==> config.mk <==
export PLATFORM = sky130hd
export DESIGN_NAME = dscg_top
export DESIGN_NICKNAME = d
export VERILOG_FILES = /design/src/logic/dscg_pkg.sv /design/src/logic/dscg_gate_ctl.sv /design/src/logic/dscg_fault_chk.sv /design/src/logic/dscg_top.sv
export VERILOG_INCLUDE_DIRS = /design/src /design/src/logic
export SDC_FILE = /design/constraint.sdc
export NUM_CORES = 1
export LEC_CHECK = 0
export ABC_CLOCK_PERIOD_IN_PS = 1690
export BUFFER_PORTS_ARGS = -buffer_cell sky130_fd_sc_hd__buf_2
export CORE_AREA = 2 2 64 97
export DETAILED_ROUTE_END_ITERATION = 12
export DIE_AREA = 0 0 66 99
export PLACE_DENSITY = 0.86
export SLEW_MARGIN = 20
export SYNTH_ARGS = -nofsm -noshare
export SYNTH_HDL_FRONTEND = slang
export SYNTH_SLANG_ARGS = --single-unit
==> constraint.sdc <==
create_clock -name clk_i -period 1.69 [get_ports clk_i]
set_clock_uncertainty 0.15 [all_clocks]
set_input_delay 0.169 -clock clk_i [delete_from_list [all_inputs] [get_ports clk_i]]
set_output_delay 0.169 -clock clk_i [all_outputs]
set_load 0.005 [all_outputs]
==> src/logic/dscg_params.svh <==
/*
 * Constants of the deep-sleep clock gating block: register offsets,
 * field positions, reset values and unit numbering.
 * Assumes inclusion by bare name from the package and the modules.
 */
`ifndef DSCG_PARAMS_SVH
`define DSCG_PARAMS_SVH

// Register byte offsets inside the block window
`define DSCG_ADR_W 12
`define DSCG_OFS_GATE 12'h124
`define DSCG_OFS_STAT 12'h200
`define DSCG_OFS_MASK 12'h204

// Field positions in the gating word
`define DSCG_BIT_ASYNC0 0
`define DSCG_BIT_ASYNC1 1
`define DSCG_BIT_SYNC0 4
`define DSCG_BIT_CTR0 16
`define DSCG_BIT_CTR1 17
`define DSCG_BIT_CTR2 18
`define DSCG_BIT_COMPARATOR0_GATE 24

// Writable bits and reset values
`define DSCG_WMASK 32'h0107_0013
`define DSCG_GATE_RST 32'h0000_0000
`define DSCG_WORD_ZERO 32'h0000_0000
`define DSCG_SEL_ALL 4'hf

// Unit numbering on the peripheral access port
`define DSCG_UNIT_W 3
`define DSCG_UNIT_LIMIT 3'h7

`endif

==> src/logic/dscg_pkg.sv <==
/*
 * Types and field conversions of the deep-sleep clock gating block.
 * Assumes the constants header is on the include path.
 */
`include "dscg_params.svh"

package dscg_pkg;

    // One enable per gated unit, bit 0 is asynchronous serial 0
    typedef struct packed {
        logic comparator0_gate;
        logic gp_counter2_gate;
        logic gp_counter1_gate;
        logic gp_counter0_gate;
        logic sync_serial0_gate;
        logic async_serial1_gate;
        logic async_serial0_gate;
    } dscg_gate_t;

    // Power state of the system
    typedef enum logic [1:0] {DSCG_MODE_RUN, DSCG_MODE_SLEEP, DSCG_MODE_DEEP} dscg_mode_t;

    // Bus access aimed at one gated unit
    typedef struct packed {
        logic valid;
        logic write;
        logic [`DSCG_UNIT_W-1:0] unit;
    } dscg_req_t;

    // Gate fields placed at their register positions
    function automatic logic [31:0] gate_to_word(input dscg_gate_t g);
        logic [31:0] w;
        w = `DSCG_WORD_ZERO;
        w[`DSCG_BIT_ASYNC0] = g.async_serial0_gate;
        w[`DSCG_BIT_ASYNC1] = g.async_serial1_gate;
        w[`DSCG_BIT_SYNC0] = g.sync_serial0_gate;
        w[`DSCG_BIT_CTR0] = g.gp_counter0_gate;
        w[`DSCG_BIT_CTR1] = g.gp_counter1_gate;
        w[`DSCG_BIT_CTR2] = g.gp_counter2_gate;
        w[`DSCG_BIT_COMPARATOR0_GATE] = g.comparator0_gate;
        return w;
    endfunction

    // Register word back to gate fields
    function automatic dscg_gate_t word_to_gate(input logic [31:0] w);
        dscg_gate_t g;
        g.async_serial0_gate = w[`DSCG_BIT_ASYNC0];
        g.async_serial1_gate = w[`DSCG_BIT_ASYNC1];
        g.sync_serial0_gate = w[`DSCG_BIT_SYNC0];
        g.gp_counter0_gate = w[`DSCG_BIT_CTR0];
        g.gp_counter1_gate = w[`DSCG_BIT_CTR1];
        g.gp_counter2_gate = w[`DSCG_BIT_CTR2];
        g.comparator0_gate = w[`DSCG_BIT_COMPARATOR0_GATE];
        return g;
    endfunction

    // True when the addressed unit exists and has its clock
    function automatic logic unit_on(input dscg_gate_t en, input logic [`DSCG_UNIT_W-1:0] idx);
        logic [6:0] v;
        v = en;
        return (idx < `DSCG_UNIT_LIMIT) ? v[idx] : 1'b0;
    endfunction

endpackage

==> src/logic/dscg_gate_ctl.sv <==
/*
 * Selects the active gating pattern for the current power state and
 * registers the unit clock enables.
 * Assumes the run and sleep patterns come from registers elsewhere.
 */
`timescale 1ns/100ps
`include "dscg_params.svh"

module dscg_gate_ctl
    import dscg_pkg::*;
(
    // Clock and reset
    input wire logic clk_i,
    input wire logic rst_i,
    // Power state and patterns
    input wire dscg_mode_t mode_i,
    input wire logic auto_clock_gating_i,
    input wire dscg_gate_t run_i,
    input wire dscg_gate_t sleep_i,
    input wire dscg_gate_t deep_i,
    // Registered enables
    output dscg_gate_t en_o
);

    dscg_gate_t next_en;

    // Without automatic gating the run pattern holds in all three legal states
    always_comb begin
        next_en = run_i;
        unique case (mode_i)
            DSCG_MODE_RUN: next_en = run_i;
            DSCG_MODE_SLEEP: next_en = auto_clock_gating_i ? sleep_i : run_i;
            DSCG_MODE_DEEP: next_en = auto_clock_gating_i ? deep_i : run_i;
            default: next_en = '0;
        endcase
    end

    // Enables start off so nothing runs unasked
    always_ff @(posedge clk_i) begin
        if (rst_i) begin
            en_o <= '0;
        end else begin
            en_o <= next_en;
        end
    end

    a_deep_pattern: assert property (@(posedge clk_i) disable iff (rst_i)
        (mode_i == DSCG_MODE_DEEP && auto_clock_gating_i) |=> en_o == $past(deep_i))
        else $error("deep-sleep pattern not applied");
    a_run_pattern: assert property (@(posedge clk_i) disable iff (rst_i)
        (mode_i == DSCG_MODE_RUN
            || (!auto_clock_gating_i && mode_i inside {DSCG_MODE_SLEEP, DSCG_MODE_DEEP}))
        |=> en_o == $past(run_i))
        else $error("run pattern not applied");
    // Illegal state code leaves every unit stopped
    a_bad_mode: assert property (@(posedge clk_i) disable iff (rst_i)
        !(mode_i inside {DSCG_MODE_RUN, DSCG_MODE_SLEEP, DSCG_MODE_DEEP}) |=> en_o == '0)
        else $error("illegal state code left a unit clocked");
    a_reset_off: assert property (@(posedge clk_i)
        rst_i |=> en_o == '0)
        else $error("enables not cleared by reset");
    c_deep_entry: cover property (@(posedge clk_i) disable iff (rst_i)
        mode_i == DSCG_MODE_RUN ##1 mode_i == DSCG_MODE_DEEP && auto_clock_gating_i);

endmodule

==> src/logic/dscg_fault_chk.sv <==
/*
 * Judges each access aimed at a gated unit: done when the unit has its
 * clock, bus fault otherwise. Results are one-cycle pulses.
 * Assumes one request per cycle at most, held for one cycle only.
 */
`timescale 1ns/100ps
`include "dscg_params.svh"

module dscg_fault_chk
    import dscg_pkg::*;
(
    // Clock and reset
    input wire logic clk_i,
    input wire logic rst_i,
    // Access and current enables
    input wire dscg_req_t req_i,
    input wire dscg_gate_t en_i,
    // Registered results
    output logic done_o,
    output logic fault_o,
    output dscg_gate_t fault_units_o
);

    logic on;
    logic [6:0] hit;

    assign on = unit_on(en_i, req_i.unit);
    // One-hot unit; index seven matches no unit
    assign hit = (req_i.unit < `DSCG_UNIT_LIMIT) ? 7'h01 << req_i.unit : 7'h00;

    // Stopped units never answer normally
    always_ff @(posedge clk_i) begin
        if (rst_i) begin
            done_o <= 1'b0;
            fault_o <= 1'b0;
            fault_units_o <= '0;
        end else begin
            done_o <= req_i.valid && on;
            fault_o <= req_i.valid && !on;
            fault_units_o <= (req_i.valid && !on) ? dscg_gate_t'(hit) : '0;
        end
    end

    a_fault_gated: assert property (@(posedge clk_i) disable iff (rst_i)
        req_i.valid && !unit_on(en_i, req_i.unit) |=> fault_o && !done_o)
        else $error("access to stopped unit not faulted");
    a_done_clocked: assert property (@(posedge clk_i) disable iff (rst_i)
        req_i.valid && unit_on(en_i, req_i.unit) |=> done_o && !fault_o)
        else $error("access to clocked unit faulted");
    a_fault_cause: assert property (@(posedge clk_i) disable iff (rst_i)
        fault_o |-> $past(req_i.valid) && fault_units_o != '0
            || $past(req_i.unit) == `DSCG_UNIT_LIMIT)
        else $error("fault without a cause");
    c_fault_seen: cover property (@(posedge clk_i) disable iff (rst_i) fault_o);

endmodule

==> src/logic/dscg_top.sv <==
/*
 * Deep-sleep clock gating bank: the software register that chooses which
 * peripheral units keep their clock in Deep-Sleep, the selection of the
 * active pattern per power state, bus fault detection for accesses to
 * stopped units, and a fault status register with mask and interrupt.
 * Assumes a classic Wishbone master on the system clock, power state and
 * the run and sleep patterns supplied by the surrounding system control.
 */
// Functional notes
// Each gating bit enables one unit clock
// Access to a stopped unit gives bus fault
// All gating bits reset to zero
// Deep-Sleep uses this pattern, others elsewhere
// Bits 16 to 18 gate counters 0-2
// Bit 4 gates synchronous serial unit 0
// Bits 0 and 1 gate asynchronous serials
// Reserved bits read zero, ignore writes
// Software preserves reserved bits on updates
// Software enables units it needs asleep
// Bit 24 gates analog comparator 0
`timescale 1ns/100ps
`include "dscg_params.svh"

module dscg_top
    import dscg_pkg::*;
(
    // Clock and reset
    input wire logic clk_i,
    input wire logic rst_i,
    // Wishbone slave
    input wire logic wb_cyc_i,
    input wire logic wb_stb_i,
    input wire logic wb_we_i,
    input wire logic [31:0] wb_adr_i,
    input wire logic [3:0] wb_sel_i,
    input wire logic [31:0] wb_dat_i,
    output logic [31:0] wb_dat_o,
    output logic wb_ack_o,
    // Power state and the other gating patterns
    input wire dscg_mode_t mode_i,
    input wire logic auto_clock_gating_i,
    input wire dscg_gate_t run_clock_gate_bank1_i,
    input wire dscg_gate_t sleep_clock_gate_bank1_i,
    // Accesses aimed at gated units
    input wire dscg_req_t periph_req_i,
    output logic periph_done_o,
    output logic periph_fault_o,
    // Unit clock enables
    output dscg_gate_t unit_clk_en_o,
    // Interrupt
    output logic irq_o
);

    // True when the address selects the given register word
    function automatic logic reg_hit(input logic [31:0] adr, input logic [11:0] ofs);
        return (adr[31:`DSCG_ADR_W] == '0) && (adr[`DSCG_ADR_W-1:2] == ofs[`DSCG_ADR_W-1:2]);
    endfunction

    logic [31:0] gate_word;
    logic [31:0] stat_word;
    logic [31:0] mask_word;
    logic [31:0] pend_word;
    logic [31:0] lane_mask;
    logic [31:0] wr_mask;
    logic [31:0] next_rd;
    logic [31:0] fault_set;
    logic [31:0] fault_clr;
    logic bus_req;
    logic bus_new;
    logic wr_go;
    logic hit_gate;
    logic hit_stat;
    logic hit_mask;
    dscg_gate_t fault_units;

    // Byte lanes widened into a bit mask
    for (genvar b = 0; b < 4; b++) begin : g_lane
        assign lane_mask[8*b +: 8] = {8{wb_sel_i[b]}};
    end

    // Decode of the request on the bus
    assign bus_req = wb_cyc_i && wb_stb_i;
    assign bus_new = bus_req && !wb_ack_o;
    assign hit_gate = reg_hit(wb_adr_i, `DSCG_OFS_GATE);
    assign hit_stat = reg_hit(wb_adr_i, `DSCG_OFS_STAT);
    assign hit_mask = reg_hit(wb_adr_i, `DSCG_OFS_MASK);

    // A write lands at the edge where the master sees ack
    assign wr_go = bus_req && wb_we_i && wb_ack_o;

    // Reserved positions can never be written
    assign wr_mask = lane_mask & `DSCG_WMASK;

    // Ack one cycle after the request, dropped the cycle after
    always_ff @(posedge clk_i) begin
        if (rst_i) begin
            wb_ack_o <= 1'b0;
        end else begin
            wb_ack_o <= bus_new;
        end
    end

    // Read multiplexer; unmapped words answer zero rather than stall
    always_comb begin
        next_rd = `DSCG_WORD_ZERO;
        if (hit_gate) begin
            next_rd = gate_word & `DSCG_WMASK;
        end else if (hit_stat) begin
            next_rd = stat_word;
        end else if (hit_mask) begin
            next_rd = mask_word;
        end
    end

    // Read data captured with ack so it stands stable while ack is high
    always_ff @(posedge clk_i) begin
        if (rst_i) begin
            wb_dat_o <= `DSCG_WORD_ZERO;
        end else if (bus_new && !wb_we_i) begin
            wb_dat_o <= next_rd;
        end else begin
            wb_dat_o <= `DSCG_WORD_ZERO;
        end
    end

    // Deep-Sleep gating word; only the unit enable bits are stored
    always_ff @(posedge clk_i) begin
        if (rst_i) begin
            gate_word <= `DSCG_GATE_RST;
        end else if (wr_go && hit_gate) begin
            // Counters, serials and comparator share one masked update
            gate_word <= (gate_word & ~wr_mask) | (wb_dat_i & wr_mask);
        end
    end

    // Interrupt mask, same layout as the gating word
    always_ff @(posedge clk_i) begin
        if (rst_i) begin
            mask_word <= `DSCG_WORD_ZERO;
        end else if (wr_go && hit_mask) begin
            mask_word <= (mask_word & ~wr_mask) | (wb_dat_i & wr_mask);
        end
    end

    // Fault events per unit, write one to clear
    assign fault_set = gate_to_word(fault_units);
    assign fault_clr = (wr_go && hit_stat) ? (wb_dat_i & wr_mask) : `DSCG_WORD_ZERO;

    // A fault in the clearing cycle survives: set wins over clear
    always_ff @(posedge clk_i) begin
        if (rst_i) begin
            stat_word <= `DSCG_WORD_ZERO;
        end else begin
            stat_word <= (stat_word & ~fault_clr) | fault_set;
        end
    end

    // Level interrupt, one cycle behind the status to keep it a flop
    assign pend_word = stat_word & mask_word;
    always_ff @(posedge clk_i) begin
        if (rst_i) begin
            irq_o <= 1'b0;
        end else begin
            irq_o <= |pend_word;
        end
    end

    // Pattern selection per power state
    dscg_gate_ctl u_gate_ctl (
        .clk_i(clk_i),
        .rst_i(rst_i),
        .mode_i(mode_i),
        .auto_clock_gating_i(auto_clock_gating_i),
        .run_i(run_clock_gate_bank1_i),
        .sleep_i(sleep_clock_gate_bank1_i),
        .deep_i(word_to_gate(gate_word)),
        .en_o(unit_clk_en_o)
    );

    // Access checking against the enables actually in force
    dscg_fault_chk u_fault_chk (
        .clk_i(clk_i),
        .rst_i(rst_i),
        .req_i(periph_req_i),
        .en_i(unit_clk_en_o),
        .done_o(periph_done_o),
        .fault_o(periph_fault_o),
        .fault_units_o(fault_units)
    );

    // Reset leaves every unit unclocked
    a_gate_reset: assert property (@(posedge clk_i)
        rst_i |=> gate_word == `DSCG_GATE_RST)
        else $error("gating word not zero after reset");

    // Reserved positions of the stored word stay zero
    a_rsvd_zero: assert property (@(posedge clk_i) disable iff (rst_i)
        (gate_word & ~`DSCG_WMASK) == `DSCG_WORD_ZERO)
        else $error("reserved gating bit set");

    // A full write stores exactly the enable bits
    a_wr_store: assert property (@(posedge clk_i) disable iff (rst_i)
        wr_go && hit_gate && wb_sel_i == `DSCG_SEL_ALL
        |=> gate_word == ($past(wb_dat_i) & `DSCG_WMASK))
        else $error("gating write not stored");

    // Counter enables follow bits 16 to 18 of a write
    a_ctr_bits: assert property (@(posedge clk_i) disable iff (rst_i)
        wr_go && hit_gate && wb_sel_i[2]
        |=> gate_word[`DSCG_BIT_CTR2:`DSCG_BIT_CTR0]
            == $past(wb_dat_i[`DSCG_BIT_CTR2:`DSCG_BIT_CTR0]))
        else $error("counter gating bits wrong");

    // Comparator enable follows bit 24 of a write
    a_cmp_bit: assert property (@(posedge clk_i) disable iff (rst_i)
        wr_go && hit_gate && wb_sel_i[3]
        |=> gate_word[`DSCG_BIT_COMPARATOR0_GATE] == $past(wb_dat_i[`DSCG_BIT_COMPARATOR0_GATE]))
        else $error("comparator gating bit wrong");

    // Serial enables follow bits 0, 1 and 4 of a write
    a_serial_bits: assert property (@(posedge clk_i) disable iff (rst_i)
        wr_go && hit_gate && wb_sel_i[0]
        |=> gate_word[`DSCG_BIT_SYNC0] == $past(wb_dat_i[`DSCG_BIT_SYNC0])
            && gate_word[`DSCG_BIT_ASYNC1:`DSCG_BIT_ASYNC0]
            == $past(wb_dat_i[`DSCG_BIT_ASYNC1:`DSCG_BIT_ASYNC0]))
        else $error("serial gating bits wrong");

    // A read returns the stored word, reserved bits zero
    a_read_back: assert property (@(posedge clk_i) disable iff (rst_i)
        bus_new && !wb_we_i && hit_gate
        |=> wb_ack_o && wb_dat_o == $past(gate_word) && (wb_dat_o & ~`DSCG_WMASK) == '0)
        else $error("gating read back wrong");

    // A stored enable reaches the unit one cycle later in Deep-Sleep
    a_deep_reach: assert property (@(posedge clk_i) disable iff (rst_i)
        (mode_i == DSCG_MODE_DEEP && auto_clock_gating_i)[*2]
        |-> unit_clk_en_o == word_to_gate($past(gate_word)))
        else $error("unit enable does not follow gating word");

    // Ack is a single-cycle answer
    a_ack_pulse: assert property (@(posedge clk_i) disable iff (rst_i)
        wb_ack_o |=> !wb_ack_o)
        else $error("ack held longer than one cycle");

    // A fault event lands in the status word
    a_fault_status: assert property (@(posedge clk_i) disable iff (rst_i)
        fault_set != '0 |=> (stat_word & $past(fault_set)) == $past(fault_set))
        else $error("fault event lost");

    // Interrupt tracks pending unmasked status
    a_irq_level: assert property (@(posedge clk_i) disable iff (rst_i)
        ##1 irq_o == (|$past(pend_word)))
        else $error("interrupt level wrong");

    // Every new request is answered in the next cycle
    a_ack_answer: assert property (@(posedge clk_i) disable iff (rst_i)
        bus_new |=> wb_ack_o)
        else $error("request not acknowledged");

    // Read data rests at zero outside the ack cycle
    a_dat_idle: assert property (@(posedge clk_i) disable iff (rst_i)
        !wb_ack_o |-> wb_dat_o == `DSCG_WORD_ZERO)
        else $error("read data not zero outside ack");

    // Mask keeps its unused positions at zero
    a_mask_rsvd: assert property (@(posedge clk_i) disable iff (rst_i)
        (mask_word & ~`DSCG_WMASK) == `DSCG_WORD_ZERO)
        else $error("unused mask bit set");

    // Status only ever holds unit positions
    a_stat_rsvd: assert property (@(posedge clk_i) disable iff (rst_i)
        (stat_word & ~`DSCG_WMASK) == `DSCG_WORD_ZERO)
        else $error("unused status bit set");

    // Write one clears a status bit when no fault races it
    a_stat_clear: assert property (@(posedge clk_i) disable iff (rst_i)
        wr_go && hit_stat && fault_set == `DSCG_WORD_ZERO
        |=> (stat_word & $past(fault_clr)) == `DSCG_WORD_ZERO)
        else $error("status bit not cleared");

    // Writes elsewhere leave the gating word alone
    a_gate_keep: assert property (@(posedge clk_i) disable iff (rst_i)
        !(wr_go && hit_gate) |=> gate_word == $past(gate_word))
        else $error("gating word changed without a write");

    c_gate_write: cover property (@(posedge clk_i) disable iff (rst_i) wr_go && hit_gate);
    c_irq_raise: cover property (@(posedge clk_i) disable iff (rst_i) !irq_o ##1 irq_o);
    c_clear_race: cover property (@(posedge clk_i) disable iff (rst_i)
        fault_set != '0 && fault_clr != '0);

endmodule

== Yosys cells after proc, flatten, opt, wreduce, memory -nomap -nowiden ==
Cells that the tools add are included.

* Register bits: 146
* Output and inout bits: 43

* Magnitude comparators: 2
* Eq/ne operators: 5
* Shifts and indexed selects: 1
* Mux-type cells: 10
* Bitwise gates (word level): 13
* Reduce and logical (&&, ||, !) cells: 22

{| class="wikitable"
|+ Operators with widths
! kind !! count
|-
| 32-bit AND || 4
|-
| 32-bit two-way mux || 3
|-
| 32-bit bitwise OR || 2
|-
| 32-bit by 25-bit AND with 32-bit output || 1
|-
| 25-bit inverter with 32-bit output || 1
|-
| 32-bit inverter || 1
|-
| 32-bit by 25-bit bitwise OR with 32-bit output || 1
|-
| 32-bit OR reduction || 1
|-
| 25-bit two-way mux || 1
|-
| 7-bit one-hot mux with 3 select lines || 1
|-
| 10-bit by 8-bit equality test with 1-bit output (second input constant) || 2
|-
| 20-bit logical NOT || 1
|-
| 7-bit two-way mux || 2
|-
| 1-bit logical AND || 13
|-
| 10-bit by 7-bit equality test with 1-bit output (second input constant) || 1
|-
| 1-bit by 3-bit left shift with 7-bit output (first input constant) || 1
|-
| 3-bit OR reduction || 2
|-
| 3-bit by 4-bit < comparator with 1-bit output (second input constant) || 1
|-
| 1-bit binary-select mux with 3-bit select || 1
|-
| 1-bit logical NOT || 3
|-
| 3-bit < comparator (second input constant) || 1
|-
| 1-bit inverter || 3
|-
| 2-bit by 1-bit equality test with 1-bit output (second input constant) || 1
|-
| 2-bit equality test (second input constant) || 1
|-
| other kinds (3) || 4
|}

== Depth between registers and ports, before layout ==
* Depth after elaboration: 8
* Mapped depth: 6
* Mapped depth without buffers: 4

== Cells and area by module ==
From an unflattened synthesis, not the netlist that was laid out.

* Cells, all modules: 263
* Area total of the unflattened synthesis: 2448.6 µm²

{| class="wikitable"
|+ By module, submodules not included
! module !! times used !! cells an instance !! area each (µm²) !! seq. area each (µm²)
|-
| dscg_top || 1 || 199 || 1808.0 || 600.6
|-
| dscg_fault_chk || 1 || 31 || 336.6 || 180.2
|-
| dscg_gate_ctl || 1 || 33 || 304.0 || 140.1
|}

== Least setup slack after synthesis ==
Ideal clock, no wire load.

* Kind: flip-flop to flip-flop
* Start point: register wb_ack_o
* End point: register (tool-made name)
* Setup time: 0.132 ns
* Arrival time: 1.314 ns
* Setup slack: 0.094 ns
* Cell stages (with the launch flop): 6
* Path through: dfxtp_1 nand4_1 clkbuf_1 or3_1 o31ai_1 a21oi_1

{| class="wikitable"
|+ RTL lines
! element !! line !! source
|-
| start, declared || dscg_top.sv:38 || <nowiki>output logic wb_ack_o,</nowiki>
|-
| start signal, assigned || dscg_top.sv:99 || <nowiki>wb_ack_o <= bus_new;</nowiki>
|}

== Worst setup path after layout ==
* Start point: input periph_req_i[1] in the netlist's numbering
* End point: register u_fault_chk.fault_units_o[2] in the netlist's numbering

* Word-level cells in the longest chain between the ends: 7

{| class="wikitable"
|+ Ends and longest elaborated chain
! element !! line !! source
|-
| start, declared || dscg_top.sv:45 || <nowiki>input wire dscg_req_t periph_req_i,</nowiki>
|-
| 1-bit binary-select mux with 3-bit select || dscg_pkg.sv:61 || <nowiki>return (idx < `DSCG_UNIT_LIMIT) ? v[idx] : 1'b0;</nowiki>
|-
| 1-bit two-way mux (implied by the code) || dscg_pkg.sv:61 ||
|-
| 1-bit two-way mux || dscg_pkg.sv:61 ||
|-
| 1-bit logical NOT || dscg_fault_chk.sv:40 || <nowiki>fault_units_o <= (req_i.valid && !on) ? dscg_gate_t'(hit) : '0;</nowiki>
|-
| 1-bit logical AND || dscg_fault_chk.sv:40 ||
|-
| 1-bit inverter (no source line) || n/a ||
|-
| 3-bit OR reduction (no source line) || n/a ||
|-
| end signal, assigned || dscg_fault_chk.sv:40 ||
|-
| end, declared || dscg_fault_chk.sv:21 || <nowiki>output dscg_gate_t fault_units_o</nowiki>
|}

Several ways; a longest one is shown, not always the timed one. The select of a mux whose other input is x is not followed.
A chain may end at the register's enable or synchronous reset.

==> metrics.txt <==
period utilization=a little over nine tenths; Worst EP required=1730 ps; # DRC=0; syn_area_per_cell=9.27 sq um; RSZ-0062 raised after global routing=true; Reg clk slew, reported paths=80 ps; switch share=between 20% and 30%; post-synthesis sequential area ratio=37.6%; ranking of synthesized cells by area=dfxtp_1 38%, buf_4 8.3%, a21oi_1 4.5%; Tmin final=between 1500 and 2000 ps; die span in x=approximately 66 microns; synth unique cells=50; Fill cells=542; Yosys reg bits=46; largest net degree at the start of global routing=18; initial drt markers=94; row count=34; top-area cell type share of the netlist area=37.6%; htree depth=2; dpl cells=roughly 420; Die Span Y=99 microns; total congestion overflow=0; Comb power frac=13.1%; drt total wl=between 6 and 7 mm; Seq pwr share=between 50% and 60%; gpl congestion=0.917; post-layout instance area=roughly 0.0031 sq mm; Leak Pwr=1.31 nW; initial antenna violation count=0; number of synthesized flops with an enable pin=0; Antenna Nets Post-Route=0; worst path cell trace=dlygate4sd3_1, clkbuf_4, mux4_2, nand3b_4, nor4b_2; Critical Path AT=1650 ps; area grow syn2layout=28.3%; die area=0.00653 sq mm; Hold Vio Cnt, Final=0; ys flop type=dfxtp_1; Detailed Routing Iterations Pass 1=4; vias after detailed routing=2,389; All-Layer GR Usage=20.3%; vias in the first global route=2,260; Synth Cell Area=0.00245 sq mm; largest area contributor in the netlist=dfxtp_1; net switching power=0.000530 W; slowest cell on the critical path=mux4_2; Cells after Synth=~260; Wirelength per Cell=14.4 microns; Post-DP Area=0.00287 sq mm; final worst setup slack=77.1 ps; Max FO, Critical Path=8; Max clock buf depth=2; CTS tree=yes; Sequential Area=921 sq um; worst hold path type=in2reg; Initial Utilization=42.9%; wire length of the first global-routing pass=between 10 and 15 mm; I/O Buffers=83; multi-input logic area=~0.0013 sq mm; clock network fraction of design power=a little over a third; nets=459; worst setup path class=in2reg; CTS root buf=clkbuf_8; clock sink count=46; Core Region=~0.0057 sq mm; CP Launch Type=primary input; fmax=0.620 GHz; Max VDD drop=just under 0.6 mV; num ports=138; WHS=between 15 and 20 ps; pwr dens=706 mW/mm^2; max-slew violations=0; DP HPWL=between 4 and 5 mm; share of cells above drive strength 1=between 30% and 40%; Ys Warns=0; PnR Total Power=0.00222 W; vias per inst=5.47; async set-or-reset flop fraction in the synthesized netlist=0%; Int Power=0.00169 W; endpoints failing setup=0; Layout Cells excl Fill=437; pre-CTS WS=-51.2 ps; TritonCTS buffer count=5; # diodes=0; clk_lat worst skew=300 ps; slowest stage delay, CP=550 ps; critical path endpoint category=flop; outcome=finished, final reports clean; max cap viols=0
==> worst paths after layout <==
path | depth (start not counted) | slack, ps | end | startpoint
max | 5 | 80 | u_fault_chk.fault_units_o[2] | periph_req_i[1]
min | 3 | 20 | u_gate_ctl.en_o[3] | run_clock_gate_bank1_i[3]
max reg2reg | 5 | 120 | flop | wb_ack_o
min reg2reg | 2 | 340 | stat_word[1] | u_fault_chk.fault_units_o[1]
==> through the flow <==
step / TNS, ps / util, %
2_1_floorplan: 0 / -
3_3_place_gp: -10.6 / 50.4
3_5_place_dp: -262 / 50.4
4_1_cts: 0 / 54.8
5_1_grt: -70.7 / 55.0
6_report: 0 / 55.0
==> layer usage <==
layer  vias up  wire length (microns)  GRT usage [%]
met5         -                      0              0
met4         0                    202           10.0
met3        16                    365           3.31
met2        99                   3330           36.2
met1      1114                   2390           22.7
li1       1160                      -              -
==> logic make-up after synthesis <==
| kind of cell | share of synthesized area (%) |
|---|---|
| buffers and inverters | 12.8 |
| other | 0.153 |
| DFF | 37.6 |
| AOI/OAI and AO/OA | 21.3 |
| muxes | 2.15 |
| and+or+nand+nor | 25.9 |
==> critical path: cells and delay by family <==
family	cells	cell delay, ps
buffers and inverters	2	710
AND/OR/NAND/NOR	2	230
multiplexers	1	550
==> layout make-up <==
cell class	instances	share of cell area, %
sequential	46	29.3
inverter	12	1.44
clock buffer	6	2.31
clock inverter	2	1.20
multi-input combinational	189	41.9
tap	72	2.87
timing repair buffer	110	20.9
==> Yosys cell counts (2+ instances only) <==
library cell	count
nor4b_2	3
nor3_1	9
buf_2	3
dfxtp_1	46
a211oi_1	7
a22oi_1	2
or3_1	4
nand4_1	15
a41oi_1	6
nand3b_1	8
a21oi_1	22
buf_4	27
nor2_1	12
o22ai_1	6
o31ai_1	12
nor3b_1	2
o41ai_1	2
mux2i_1	3
nor4_2	3
a22o_1	7
clkbuf_1	9
o21bai_1	6
inv_1	11
and3b_1	2
nor4_4	3
nand2_1	10
==> power by group through the flow <==
stage                     clock network (W)  registers [W]  logic (W)
after detailed placement                  0        0.00114   0.000259
after global placement                    0        0.00114   0.000253
after CTS                          0.000826        0.00112   0.000284
after global routing               0.000875        0.00112   0.000320
after floorplan                           0        0.00114   0.000160
final                              0.000810        0.00112   0.000290
==> placed cells by master, fill, tap and decap left out, types with 7 or more instances in the layout <==
master,netlist,routed
buf_2,3,82
dfxtp_1,46,46
conb_1,1,25
a21oi_1,22,22
nand4_1,15,15
dlygate4sd3_1,0,14
buf_4,27,13
nor2_1,12,12
o31ai_1,12,12
inv_1,11,11
nand2_1,10,10
nand3b_1,8,8
nor3_1,9,8
a22o_1,7,7
a211oi_1,7,7
==> repair_timing <==
action | CTS | global route
endpoints found under the hold margin | 16 | 0
hold buffers | 14 | 0
gates resized for setup | 0 | 3
setup buffers | 0 | 0
endpoints found under the setup margin | 0 | 12
Note: power is estimated with default switching activity, not from simulation.
